$ cat src/dss_pkg.sv
// Shared constants and types of the dormant state sequencer
package dss_pkg;

  // Clock period
  localparam int unsigned CLK_PERIOD_NS = 10;

  // Boot head start ahead of the tracking area update timer
  localparam int unsigned TAU_MARGIN_US = 100;
  localparam int unsigned TAU_MARGIN_CYC =
    (TAU_MARGIN_US * 1000 + CLK_PERIOD_NS - 1) / CLK_PERIOD_NS;

  // Default widths
  localparam int unsigned WAKE_N_DEF = 4;
  localparam int unsigned TIMER_W_DEF = 32;

  // Cycles the power-on pin is given to settle after reset
  localparam logic [1:0] SETTLE_DONE = 2'h3;

  // Reported power state codes
  localparam logic [1:0] PWR_OFF = 2'h0;
  localparam logic [1:0] PWR_ACTIVE = 2'h1;
  localparam logic [1:0] PWR_DORMANT = 2'h2;

  // Sequencer states, Gray steps along off, boot, attach, active, detach, dormant
  typedef enum logic [2:0] {
    SEQ_OFF = 3'h0,
    SEQ_BOOT = 3'h1,
    SEQ_ATTACH = 3'h3,
    SEQ_ACTIVE = 3'h2,
    SEQ_DETACH = 3'h6,
    SEQ_DORMANT = 3'h7,
    SEQ_TAU = 3'h5
  } dss_seq_type;

endpackage : dss_pkg

$ cat src/dss_sequencer.sv
// Power-state sequencer for the dormant state of a cellular module
`timescale 1ns/1ps
// Overview of operation
// - Standalone mode enters dormant without network help
// - Standalone request detaches if attached, then dormant
// - Standalone wake boots, reattaches, stays active
// - Without timer, standalone dormant lasts indefinitely
// - Power saving wake boots then sends area update
// - After area update, stay active for pending data
// - Inactivity elapsed returns to dormant unrequested
// - Wake configuration kept across power saving cycles
// - Wake configuration writable during active period
// - Context kept; downlink held for next active
// - Power saving wake sends without full reattach
// - Power-up with power-on asserted goes active
// - Power-up with power-on deasserted goes dormant
// - Every dormant exit is a full reboot
// - Power-on assertion edge wakes from dormant
// - Power saving wake timer is area timer minus margin; standalone uses its own count
module dss_sequencer #(
  parameter int unsigned WAKE_N = dss_pkg::WAKE_N_DEF,
  parameter int unsigned TIMER_W = dss_pkg::TIMER_W_DEF,
  parameter int unsigned MARGIN_CYC = dss_pkg::TAU_MARGIN_CYC
) (
  // Clock and reset
  input wire logic i_ref_clk,
  input wire logic i_rst_n,
  // Pins from outside
  input wire logic i_power_on_n,
  input wire logic [WAKE_N-1:0] i_wake_src,
  // Application control interface
  input wire logic i_standalone_low_power_mode_req,
  input wire logic i_psm_sel,
  input wire logic i_cfg_we,
  input wire logic [WAKE_N-1:0] i_cfg_wake_mask,
  input wire logic i_standalone_tmr_en,
  input wire logic [TIMER_W-1:0] i_standalone_tmr_cycles,
  input wire logic [TIMER_W-1:0] i_tau_cycles,
  input wire logic [TIMER_W-1:0] i_inact_cycles,
  // Processor and network stack handshakes
  input wire logic i_boot_done,
  input wire logic i_attach_done,
  input wire logic i_detach_done,
  input wire logic i_tau_done,
  input wire logic i_net_attached,
  input wire logic i_psm_granted,
  input wire logic i_net_activity,
  input wire logic i_dl_arrive,
  input wire logic i_dl_drained,
  // Status and requests out
  output logic [1:0] o_pwr_state,
  output logic o_boot_req,
  output logic o_attach_req,
  output logic o_detach_req,
  output logic o_tau_req,
  output logic o_context_kept,
  output logic o_dl_pending,
  output logic [WAKE_N-1:0] o_wake_mask
);

  // Refuse widths the counters and mask cannot serve
  if (WAKE_N < 1 || WAKE_N > 16 || TIMER_W < 8 || TIMER_W > 32 ||
      MARGIN_CYC < 1 || (TIMER_W < 32 && MARGIN_CYC >= (1 << TIMER_W)))
  begin : g_bad_param
    $error("dss_sequencer: unsupported parameter value");
  end

  // Complete state of the sequencer
  typedef struct packed {
    dss_pkg::dss_seq_type seq;     // Current sequencer state
    logic [1:0] settle;            // Power-on pin settling count
    logic pwr_s1;                  // Power-on pin, first stage
    logic pwr_s2;                  // Power-on pin, second stage
    logic pwr_prev;                // Power-on level one cycle ago
    logic [WAKE_N-1:0] wake_s1;    // Wake pins, first stage
    logic [WAKE_N-1:0] wake_s2;    // Wake pins, second stage
    logic [WAKE_N-1:0] wake_mask;  // Armed wake sources
    logic in_psm;                  // Dormant period belongs to PSM
    logic psm_wake;                // Boot follows a PSM dormant period
    logic standalone_wake;         // Boot follows a standalone period
    logic tmr_on;                  // Dormant wake timer armed
    logic [TIMER_W-1:0] tmr;       // Dormant wake timer count
    logic [TIMER_W-1:0] inact;     // Active-period inactivity count
    logic dl_pending;              // Downlink held for delivery
    logic [1:0] pwr_state;         // Reported power state
    logic boot_req;                // Processors booting
    logic attach_req;              // Full reattach requested
    logic detach_req;              // Detach requested
    logic tau_req;                 // Area update requested
  } dss_state_type;

  dss_state_type st_reg;
  dss_state_type st_next;

  // Decoded events, combinational
  logic pwr_edge;
  logic wake_hit;
  logic tmr_expire;
  logic psm_run;
  logic inact_done;
  logic [TIMER_W-1:0] tau_wake;

  // Event decode from settled pin copies
  always_comb
  begin
    // Off-to-on of the active-low power-on pin
    pwr_edge = st_reg.pwr_prev & ~st_reg.pwr_s2;
    wake_hit = |(st_reg.wake_s2 & st_reg.wake_mask);
    // No armed timer means no time-based exit
    tmr_expire = st_reg.tmr_on && (st_reg.tmr <= TIMER_W'(1));
    psm_run = i_psm_sel & i_psm_granted;
    inact_done = (st_reg.inact >= i_inact_cycles);
    // Timer set short of the area timer so boot finishes first
    if (i_tau_cycles > TIMER_W'(MARGIN_CYC))
    begin
      tau_wake = i_tau_cycles - TIMER_W'(MARGIN_CYC);
    end
    else
    begin
      tau_wake = TIMER_W'(1);
    end
  end

  // Next-state logic
  always_comb
  begin
    st_next = st_reg;
    // Two-stage capture of the pins
    st_next.pwr_s1 = i_power_on_n;
    st_next.pwr_s2 = st_reg.pwr_s1;
    st_next.pwr_prev = st_reg.pwr_s2;
    st_next.wake_s1 = i_wake_src;
    st_next.wake_s2 = st_reg.wake_s1;
    case (st_reg.seq)
      // Power applied: let the pin settle, then pick the path
      dss_pkg::SEQ_OFF:
      begin
        if (st_reg.settle != dss_pkg::SETTLE_DONE)
        begin
          st_next.settle = st_reg.settle + 2'h1;
        end
        else if (st_reg.pwr_s2)
        begin
          st_next.seq = dss_pkg::SEQ_DORMANT;
        end
        else
        begin
          st_next.seq = dss_pkg::SEQ_BOOT;
        end
      end
      // Boot in progress; entry requests are not looked at here
      dss_pkg::SEQ_BOOT:
      begin
        if (i_boot_done)
        begin
          if (st_reg.psm_wake)
          begin
            st_next.seq = dss_pkg::SEQ_TAU;
          end
          else if (st_reg.standalone_wake)
          begin
            st_next.seq = dss_pkg::SEQ_ATTACH;
          end
          else
          begin
            st_next.seq = dss_pkg::SEQ_ACTIVE;
          end
        end
      end
      // Standalone wake: network reattach
      dss_pkg::SEQ_ATTACH:
      begin
        if (i_attach_done)
        begin
          st_next.seq = dss_pkg::SEQ_ACTIVE;
        end
      end
      // PSM wake: area update, then an active window
      dss_pkg::SEQ_TAU:
      begin
        if (i_tau_done)
        begin
          st_next.seq = dss_pkg::SEQ_ACTIVE;
          st_next.inact = '0;
        end
      end
      // Active: configuration, inactivity, standalone requests
      dss_pkg::SEQ_ACTIVE:
      begin
        if (i_cfg_we)
        begin
          st_next.wake_mask = i_cfg_wake_mask;
        end
        if (psm_run)
        begin
          // Traffic restarts the inactivity window
          if (i_net_activity)
          begin
            st_next.inact = '0;
          end
          else if (inact_done)
          begin
            st_next.seq = dss_pkg::SEQ_DORMANT;
            st_next.in_psm = 1'b1;
          end
          else
          begin
            st_next.inact = st_reg.inact + TIMER_W'(1);
          end
        end
        else if (i_standalone_low_power_mode_req)
        begin
          st_next.in_psm = 1'b0;
          if (i_net_attached)
          begin
            st_next.seq = dss_pkg::SEQ_DETACH;
          end
          else
          begin
            st_next.seq = dss_pkg::SEQ_DORMANT;
          end
        end
      end
      // Waiting for the stack to leave the network
      dss_pkg::SEQ_DETACH:
      begin
        if (i_detach_done)
        begin
          st_next.seq = dss_pkg::SEQ_DORMANT;
        end
      end
      // Dormant: any wake is a full reboot
      dss_pkg::SEQ_DORMANT:
      begin
        if (wake_hit || pwr_edge || tmr_expire)
        begin
          st_next.seq = dss_pkg::SEQ_BOOT;
          st_next.psm_wake = st_reg.in_psm;
          st_next.standalone_wake = ~st_reg.in_psm;
          st_next.tmr_on = 1'b0;
        end
        else if (st_reg.tmr_on)
        begin
          st_next.tmr = st_reg.tmr - TIMER_W'(1);
        end
      end
      default:
      begin
        st_next.seq = dss_pkg::SEQ_OFF;
      end
    endcase
    // Arm the wake timer on dormant entry for PSM or with the standalone timer enabled
    if (st_next.seq == dss_pkg::SEQ_DORMANT &&
        st_reg.seq != dss_pkg::SEQ_DORMANT)
    begin
      st_next.tmr_on = st_next.in_psm | i_standalone_tmr_en;
      st_next.tmr = st_next.in_psm ? tau_wake : i_standalone_tmr_cycles;
    end
    // Downlink held while dormant; arrival wins over drain
    st_next.dl_pending = (st_reg.dl_pending &
      ~(i_dl_drained && st_reg.seq == dss_pkg::SEQ_ACTIVE)) |
      (i_dl_arrive && st_reg.seq == dss_pkg::SEQ_DORMANT);
    // Registered outputs decoded from the next state
    case (st_next.seq)
      dss_pkg::SEQ_OFF: st_next.pwr_state = dss_pkg::PWR_OFF;
      dss_pkg::SEQ_DORMANT: st_next.pwr_state = dss_pkg::PWR_DORMANT;
      default: st_next.pwr_state = dss_pkg::PWR_ACTIVE;
    endcase
    st_next.boot_req = (st_next.seq == dss_pkg::SEQ_BOOT);
    st_next.attach_req = (st_next.seq == dss_pkg::SEQ_ATTACH);
    st_next.detach_req = (st_next.seq == dss_pkg::SEQ_DETACH);
    st_next.tau_req = (st_next.seq == dss_pkg::SEQ_TAU);
  end

  // State register; the wake mask is never reset by a cycle
  always_ff @(posedge i_ref_clk or negedge i_rst_n)
  begin
    if (!i_rst_n)
    begin
      st_reg <= '0;
    end
    else
    begin
      st_reg <= st_next;
    end
  end

  // Outputs straight from the state register
  assign o_pwr_state = st_reg.pwr_state;
  assign o_boot_req = st_reg.boot_req;
  assign o_attach_req = st_reg.attach_req;
  assign o_detach_req = st_reg.detach_req;
  assign o_tau_req = st_reg.tau_req;
  assign o_context_kept = st_reg.in_psm;
  assign o_dl_pending = st_reg.dl_pending;
  assign o_wake_mask = st_reg.wake_mask;
endmodule : dss_sequencer

$ cat config.mk
export PLATFORM = sky130hd
export DESIGN_NAME = dss_sequencer
export DESIGN_NICKNAME = d
export VERILOG_FILES = /design/src/dss_pkg.sv /design/src/dss_sequencer.sv
export SDC_FILE = /design/constraint.sdc
export NUM_CORES = 1
export LEC_CHECK = 0
export BUFFER_PORTS_ARGS = -buffer_cell sky130_fd_sc_hd__buf_4
export CAP_MARGIN = 20
export CORE_MARGIN = 2
export CORE_UTILIZATION = 51
export DETAILED_ROUTE_END_ITERATION = 10
export MAX_ROUTING_LAYER = met4
export PLACE_DENSITY = 0.85
export SLEW_MARGIN = 0
export SYNTH_ARGS = -nofsm -noshare
export SYNTH_HDL_FRONTEND = slang
export SYNTH_SLANG_ARGS = --single-unit
$ cat constraint.sdc
create_clock -name i_ref_clk -period 3.1 [get_ports i_ref_clk]
set_input_delay 0.465 -clock i_ref_clk [delete_from_list [all_inputs] [get_ports i_ref_clk]]
set_output_delay 0.465 -clock i_ref_clk [all_outputs]
set_load 0.02 [all_outputs]
======== Yosys cells after proc, flatten, opt, wreduce, memory -nomap -nowiden ========
Index checks and enable logic that the tools add are counted.
storage, ports and cells
  output and inout port bits .............. 12
  latch bits .............................. 0
  bits in writable memories ............... 0
  memories ................................ 0
  bits in registers ....................... 95
  input port bits ......................... 120
  ROM bits ................................ 0
cells by class
  multiplexer cells ....................... 33
  divide/modulo/power cells ............... 0
  multipliers ............................. 0
  shift operators ......................... 0
  equality and inequality tests ........... 17
  reduce and logical (&&, ||, !) cells .... 19
  bitwise operators ....................... 9
  add/sub/neg operators ................... 4
  $lt $le $gt $ge ......................... 3
operators by type and width
  cell                                                                                count
  32-bit two-way mux                                                                  8
  33-bit two-way mux                                                                  2
  32-bit case mux with 2 select lines                                                 1
  3-bit two-way mux                                                                   12
  32-bit by 1-bit adder with 32-bit output (second input constant)                    1
  32-bit >= comparator                                                                1
  32-bit by 14-bit greater-than comparator with 1-bit output (second input constant)  1
  32-bit by 1-bit less-or-equal comparator with 1-bit output (second input constant)  1
  32-bit by 1-bit subtractor with 32-bit output (second input constant)               1
  32-bit by 14-bit subtractor with 32-bit output (second input constant)              1
  3-bit case mux with 7 select lines                                                  1
  3-bit == test (second input constant)                                               6
  3-bit by 2-bit == test with 1-bit output (second input constant)                    3
  1-bit two-way mux                                                                   8
  2-bit AND reduction                                                                 4
  2-bit nonzero test                                                                  4
  3-bit by 1-bit == test with 1-bit output (second input constant)                    2
  3-bit logical NOT                                                                   2
  2-bit != test (second input constant)                                               3
  3-bit != test (second input constant)                                               2
  4-bit bitwise AND                                                                   1
  1-bit logical AND                                                                   4
  2-bit case mux with 2 select lines                                                  1
  4-bit AND reduction                                                                 1
  other kinds (8)                                                                     14

======== Logic depth before layout (Yosys ltp) ========
  depth in word-level cells ............... 10
  depth in mapped cells ................... 12

======== Worst setup path after synthesis ========
Ideal clock, no wire load.
  path kind ............................... input port to flip-flop
  start ................................... in i_inact_cycles[15]
  end ..................................... reg st_reg[46] (netlist name)
  arrival time ............................ 3.106 ns
  data required time ...................... 2.974 ns
  stages .................................. 11
  setup slack ............................. -0.132 ns
  setup time .............................. 0.126 ns
  path through ............................ inv_1 > ha_1 > nand4_1 > nor3_1 > or4b_2 > a31oi_1 > nor3_1 > nor2_1 > clkbuf_1 > mux2i_1 > mux2i_1
between the ends
  cells in the longest elaborated chain, start to end .. 9
ends and longest elaborated chain
  element                                                                                          line                  source
  start, declared                                                                                  dss_sequencer.sv:39   input wire logic [TIMER_W-1:0] i_inact_cycles,
  32-bit >= comparator (*)                                                                         dss_sequencer.sv:112  inact_done = (st_reg.inact >= i_inact_cycles);
  3-bit two-way mux                                                                                dss_sequencer.sv:201  else if (inact_done)
  3-bit two-way mux                                                                                dss_sequencer.sv:197  if (i_net_activity)
  3-bit two-way mux                                                                                dss_sequencer.sv:194  if (psm_run)
  3-bit case mux with 7 select lines                                                               dss_sequencer.sv:134  case (st_reg.seq)
  3-bit == test                                                                                    dss_sequencer.sv:253  if (st_next.seq == dss_pkg::SEQ_DORMANT &&
  1-bit logical AND                                                                                dss_sequencer.sv:253
  2-bit by 1-bit != test with 1-bit output (no source line) or 2-bit nonzero test (tied branches)  -
  3-bit AND reduction (no source line)                                                             -
  end signal, assigned                                                                             dss_sequencer.sv:284  st_reg <= st_next;
  end, declared                                                                                    dss_sequencer.sv:92   dss_state_type st_reg;
Mark *: on every way between the ends. The rest lies on a longest branch, timed or not.
A chain may end at the register's enable or synchronous reset.

======== Final worst setup path ========
  start ................................... reg st_reg[56] (netlist name)
  end ..................................... reg st_reg[51] (netlist name)
between the ends
  cells in the longest elaborated chain, start to end .. 9
ends and longest elaborated chain
  element                                                                                          line                  source
  32-bit by 1-bit less-or-equal comparator with 1-bit output (*)                                   dss_sequencer.sv:110  tmr_expire = st_reg.tmr_on && (st_reg.tmr <= TIMER_W'(1));
  1-bit logical AND (*)                                                                            dss_sequencer.sv:110
  1-bit logical OR (*)                                                                             dss_sequencer.sv:235  if (wake_hit || pwr_edge || tmr_expire)
  3-bit two-way mux                                                                                dss_sequencer.sv:235
  3-bit case mux with 7 select lines                                                               dss_sequencer.sv:134
  3-bit == test                                                                                    dss_sequencer.sv:253
  1-bit logical AND                                                                                dss_sequencer.sv:253
  2-bit by 1-bit != test with 1-bit output (no source line) or 2-bit nonzero test (tied branches)  -
  3-bit AND reduction (no source line)                                                             -
Marks and branches as above.

==> impl_metrics.toml <==
[synth]
yosysUniqueCellTypes = 58
yosysWarnings = 0
synth_top_family_by_area = "simple AND/OR/NAND/NOR gates"
postSynth.asyncResetShare_pct = 100
syn_avg_cell_area_sq_um = 8.97
ys_top_cells_by_area = "sky130_fd_sc_hd__dfrtp_1 36%, sky130_fd_sc_hd__mux2i_1 7.6%, sky130_fd_sc_hd__ha_1 7.2%, sky130_fd_sc_hd__xnor2_1 4.9%, sky130_fd_sc_hd__xor2_1 4.8%"
sequential_cell_area_fraction_in_the_yosys_report_pct = 36.2
postSynthRegisterBits = 95
synth_compound_gate_area_share_pct = 10.5
yosysTopAreaCell = "sky130_fd_sc_hd__dfrtp_1"
synth-edff-count = 0
adder_and_majority_cell_fraction_of_the_synthesized_area_pct = 7.24
multiplexer_fraction_of_the_synthesized_cell_area_pct = 9.16
synth_top_flop_cell = "sky130_fd_sc_hd__dfrtp_1"
yosys.area_share.simple_pct = 22.0
synth.cell_area_sq_um = 6570
post_synth_xor_area_fraction_pct = 9.73
synth.cells.most_frequent = "95 x sky130_fd_sc_hd__dfrtp_1, 78 x sky130_fd_sc_hd__nor2_1, 50 x sky130_fd_sc_hd__mux2i_1"
top_area_cell_type_share_of_the_netlist_area_pct = 36.2
post-synth-top-count-cell = "sky130_fd_sc_hd__dfrtp_1"
post_synth_inst_count = 732
synthesized_nets = 890

[power_and_ir_drop]
powerDensity_nw_per_um2 = 564
vdd.ir_drop.worst_mv = 0.336
power_leakage_nw = 3.94

[setup_path]
path_common_cell = "sky130_fd_sc_hd__nor4_4"
timing.critical_path.max_delay_family = "simple AND/OR/NAND/NOR gates"
slowest_stage = "sky130_fd_sc_hd__or4_1"
timing.critical_path.slowest_cell_delay_ps = 550
timing.critical_path.cells = "or4_1, or4_4, nor4_4, nor2_2, nor4_4, a211oi_4, nand2_1, buf_4, mux2i_1"
path_depth = 9
reg2reg_setup_slack_ps = -10
worst-setup-path-type = "reg2reg"
critical_path.startpoint_type = "register"
worstSetupEndpointType = "register"
worst-path-max-fanout = 6
cp.arrival_ps = 3370
critical_path.n_buffers_inverters = 1
rr_worst_depth = 9
crit_required_ps = 3360

[routing]
drt_iter0_drc = 653
routed_wirelength_um = 18900
route.detailed.wl_per_inst_um = 17.5
dr_total_vias = 6351
drt_first_pass_iters = 5
drc = 0
avgViaCountPerCell = 5.86
final_antenna_net_count = 0

[finish]
antenna_cells_inserted = 0
synthToLayoutAreaGrowth_pct = 31.3
flip_flop_count_of_the_largest_register_all_copies_and_words_added = 77
final_cell_count_no_fill = 1084
multi_input_gate_area_sq_um = 4030
n_fill_cell = 956
fin_util_pct = 68.4
ff_latch_area_sq_um = 2380
layout-drive-gt1-share_pct = 27.6
final_nets = 1065

[sta]
highest_clock_rate_ghz = 0.322
fin_ws_ps = -9.98
timing.clock.skew_ps = 10.2
fin_crit_sh_pct = 100
final-setup-viol-count = 1
maxSlewHeadroom_pct = 52.4
setup_repair_after_global_routing_missed_its_margin = "yes"
final_period_minus_worst_setup_slack_ps = 3110
final-max-slew-violation-count = 0
timing_hold_violations_final = 0
timing_worst_slew_pin_value_ps = 710

[cts]
cts-hold-fix-buffers = 0
numClockSinks = 95
reg_clk_slew_reported_paths_ps = 70
clk-insertion-delay-late_ps = 360
cts_bufs_inserted = 9
tritoncts = "built"
cts_htree_levels = 3
longest_clk_path_bufs = 2
cts_root_buf = "sky130_fd_sc_hd__clkbuf_16"

[die]
die-width_um = 117
initial_core_util_pct = 52.1
design.portCount = 132
core_sq_um = 12600
die_outline_area_sq_um = 13800
fp.dieH_um = 117
floorplan.rows = 41

[grt]
number_of_antenna_violations_at_the_first_check_in_global_routing = 0
global_route.peak_usage_layer = "met2"
gr-usage-all-layers_pct = 26.8
gr-total-overflow = 0
global_route.usage.met1_pct = 34.7
grtUsageMet3_pct = 3.59
wire_length_of_the_first_global_routing_pass_um = 29200
met2_usage_pct = 42.8
grt_pass1_vias = 6021
grt_max_degree = 54

[placed_design]
port_buffers = 131
dpl.cell_count = 1060
detailed_place_hpwl_um = 13500
place.gp.congestion = 0.928

[run]
maxCapViolCount = 0

[min_path]
timing.hold.worst.class = "in2async"

[run_status]
outcome = "complete, but fails checks"
failed_checks = "setup timing"
worst paths after layout:
kind	to	from
max	st_reg[51]	st_reg[56]
min	o_wake_mask[0]	i_rst_n
max reg2reg	st_reg[51]	st_reg[56]
min reg2reg	st_reg[81]	st_next[81]
max in group asynchronous	o_dl_pending	i_rst_n
min in group i_ref_clk	st_next[79]	i_wake_src[0]
kinds of logic (layout without fill, tap and decap cells):
group	count (synthesis)	after routing
buf+inv	78	258
mux	59	59
simple gates	280	280
flops	95	95
fa+ha+maj	38	38
compound gates	109	109
xor+xnor	73	73
metal layers:
layer / wire [um] / part of all wire, %
met5: 0 / 0
met4: 591 / 3.1
met3: 1340 / 7.1
met2: 9170 / 48
met1: 7840 / 41
stage by stage:
step	setup slack [ps]	hold slack, ps	power (mW)	area, sq um	setup TNS [ps]
3_3_place_gp	-279	333	3.56	8070	-8310
5_1_grt	-135	198	5.14	8630	-1510
4_1_cts	-41.7	174	4.75	8420	-52.7
3_5_place_dp	-473	337	3.63	8070	-15860
6_report	-9.98	155	4.87	8630	-9.98
2_1_floorplan	20.1	169	2.98	6580	0
power by group:
group | switching [mW] | leakage, nW | internal, mW
sequential | 0.332 | 1.18 | 1.58
combinational | 0.954 | 2.63 | 0.924
clock | 0.528 | 0.129 | 0.553
total | 1.81 | 3.94 | 3.05
placed cells by master, fill, tap and decap left out, types with 3 or more instances in the layout:
| master | count |
|---|---|
| sky130_fd_sc_hd__a211oi_1 | 3 |
| sky130_fd_sc_hd__a21boi_0 | 3 |
| sky130_fd_sc_hd__a21o_1 | 3 |
| sky130_fd_sc_hd__a21oi_1 | 34 |
| sky130_fd_sc_hd__a22oi_1 | 3 |
| sky130_fd_sc_hd__a31oi_1 | 4 |
| sky130_fd_sc_hd__and2_1 | 8 |
| sky130_fd_sc_hd__and3_1 | 14 |
| sky130_fd_sc_hd__buf_4 | 186 |
| sky130_fd_sc_hd__buf_6 | 4 |
| sky130_fd_sc_hd__clkbuf_16 | 11 |
| sky130_fd_sc_hd__clkinvlp_4 | 3 |
| sky130_fd_sc_hd__dfrtp_1 | 95 |
| sky130_fd_sc_hd__ha_1 | 36 |
| sky130_fd_sc_hd__inv_1 | 47 |
| sky130_fd_sc_hd__mux2_2 | 9 |
| sky130_fd_sc_hd__mux2i_1 | 48 |
| sky130_fd_sc_hd__nand2_1 | 46 |
| sky130_fd_sc_hd__nand3_1 | 24 |
| sky130_fd_sc_hd__nand3b_1 | 3 |
| sky130_fd_sc_hd__nand4_1 | 23 |
| sky130_fd_sc_hd__nor2_1 | 75 |
| sky130_fd_sc_hd__nor2b_1 | 8 |
| sky130_fd_sc_hd__nor3_1 | 20 |
| sky130_fd_sc_hd__nor4_1 | 13 |
| sky130_fd_sc_hd__o2111ai_1 | 3 |
| sky130_fd_sc_hd__o211ai_1 | 7 |
| sky130_fd_sc_hd__o21ai_0 | 23 |
| sky130_fd_sc_hd__o31ai_1 | 5 |
| sky130_fd_sc_hd__or3_1 | 13 |
| sky130_fd_sc_hd__or4_1 | 5 |
| sky130_fd_sc_hd__xnor2_1 | 37 |
| sky130_fd_sc_hd__xor2_1 | 36 |
final cells by class:
class | instances | area share, %
Clock buffer | 9 | 2.61
Clock inverter | 7 | 0.667
Inverter | 47 | 2.04
Multi-Input combinational cell | 559 | 46.7
Sequential cell | 95 | 27.6
Tap cell | 172 | 2.49
Timing Repair Buffer | 195 | 17.9
repair_timing:
item,in CTS,in global routing
gates resized for setup,10,23
setup endpoints to repair,34,49
buffers inserted,1,6
cloned,0,2
pin swaps,3,9
(Power assumes the default switching activity.)
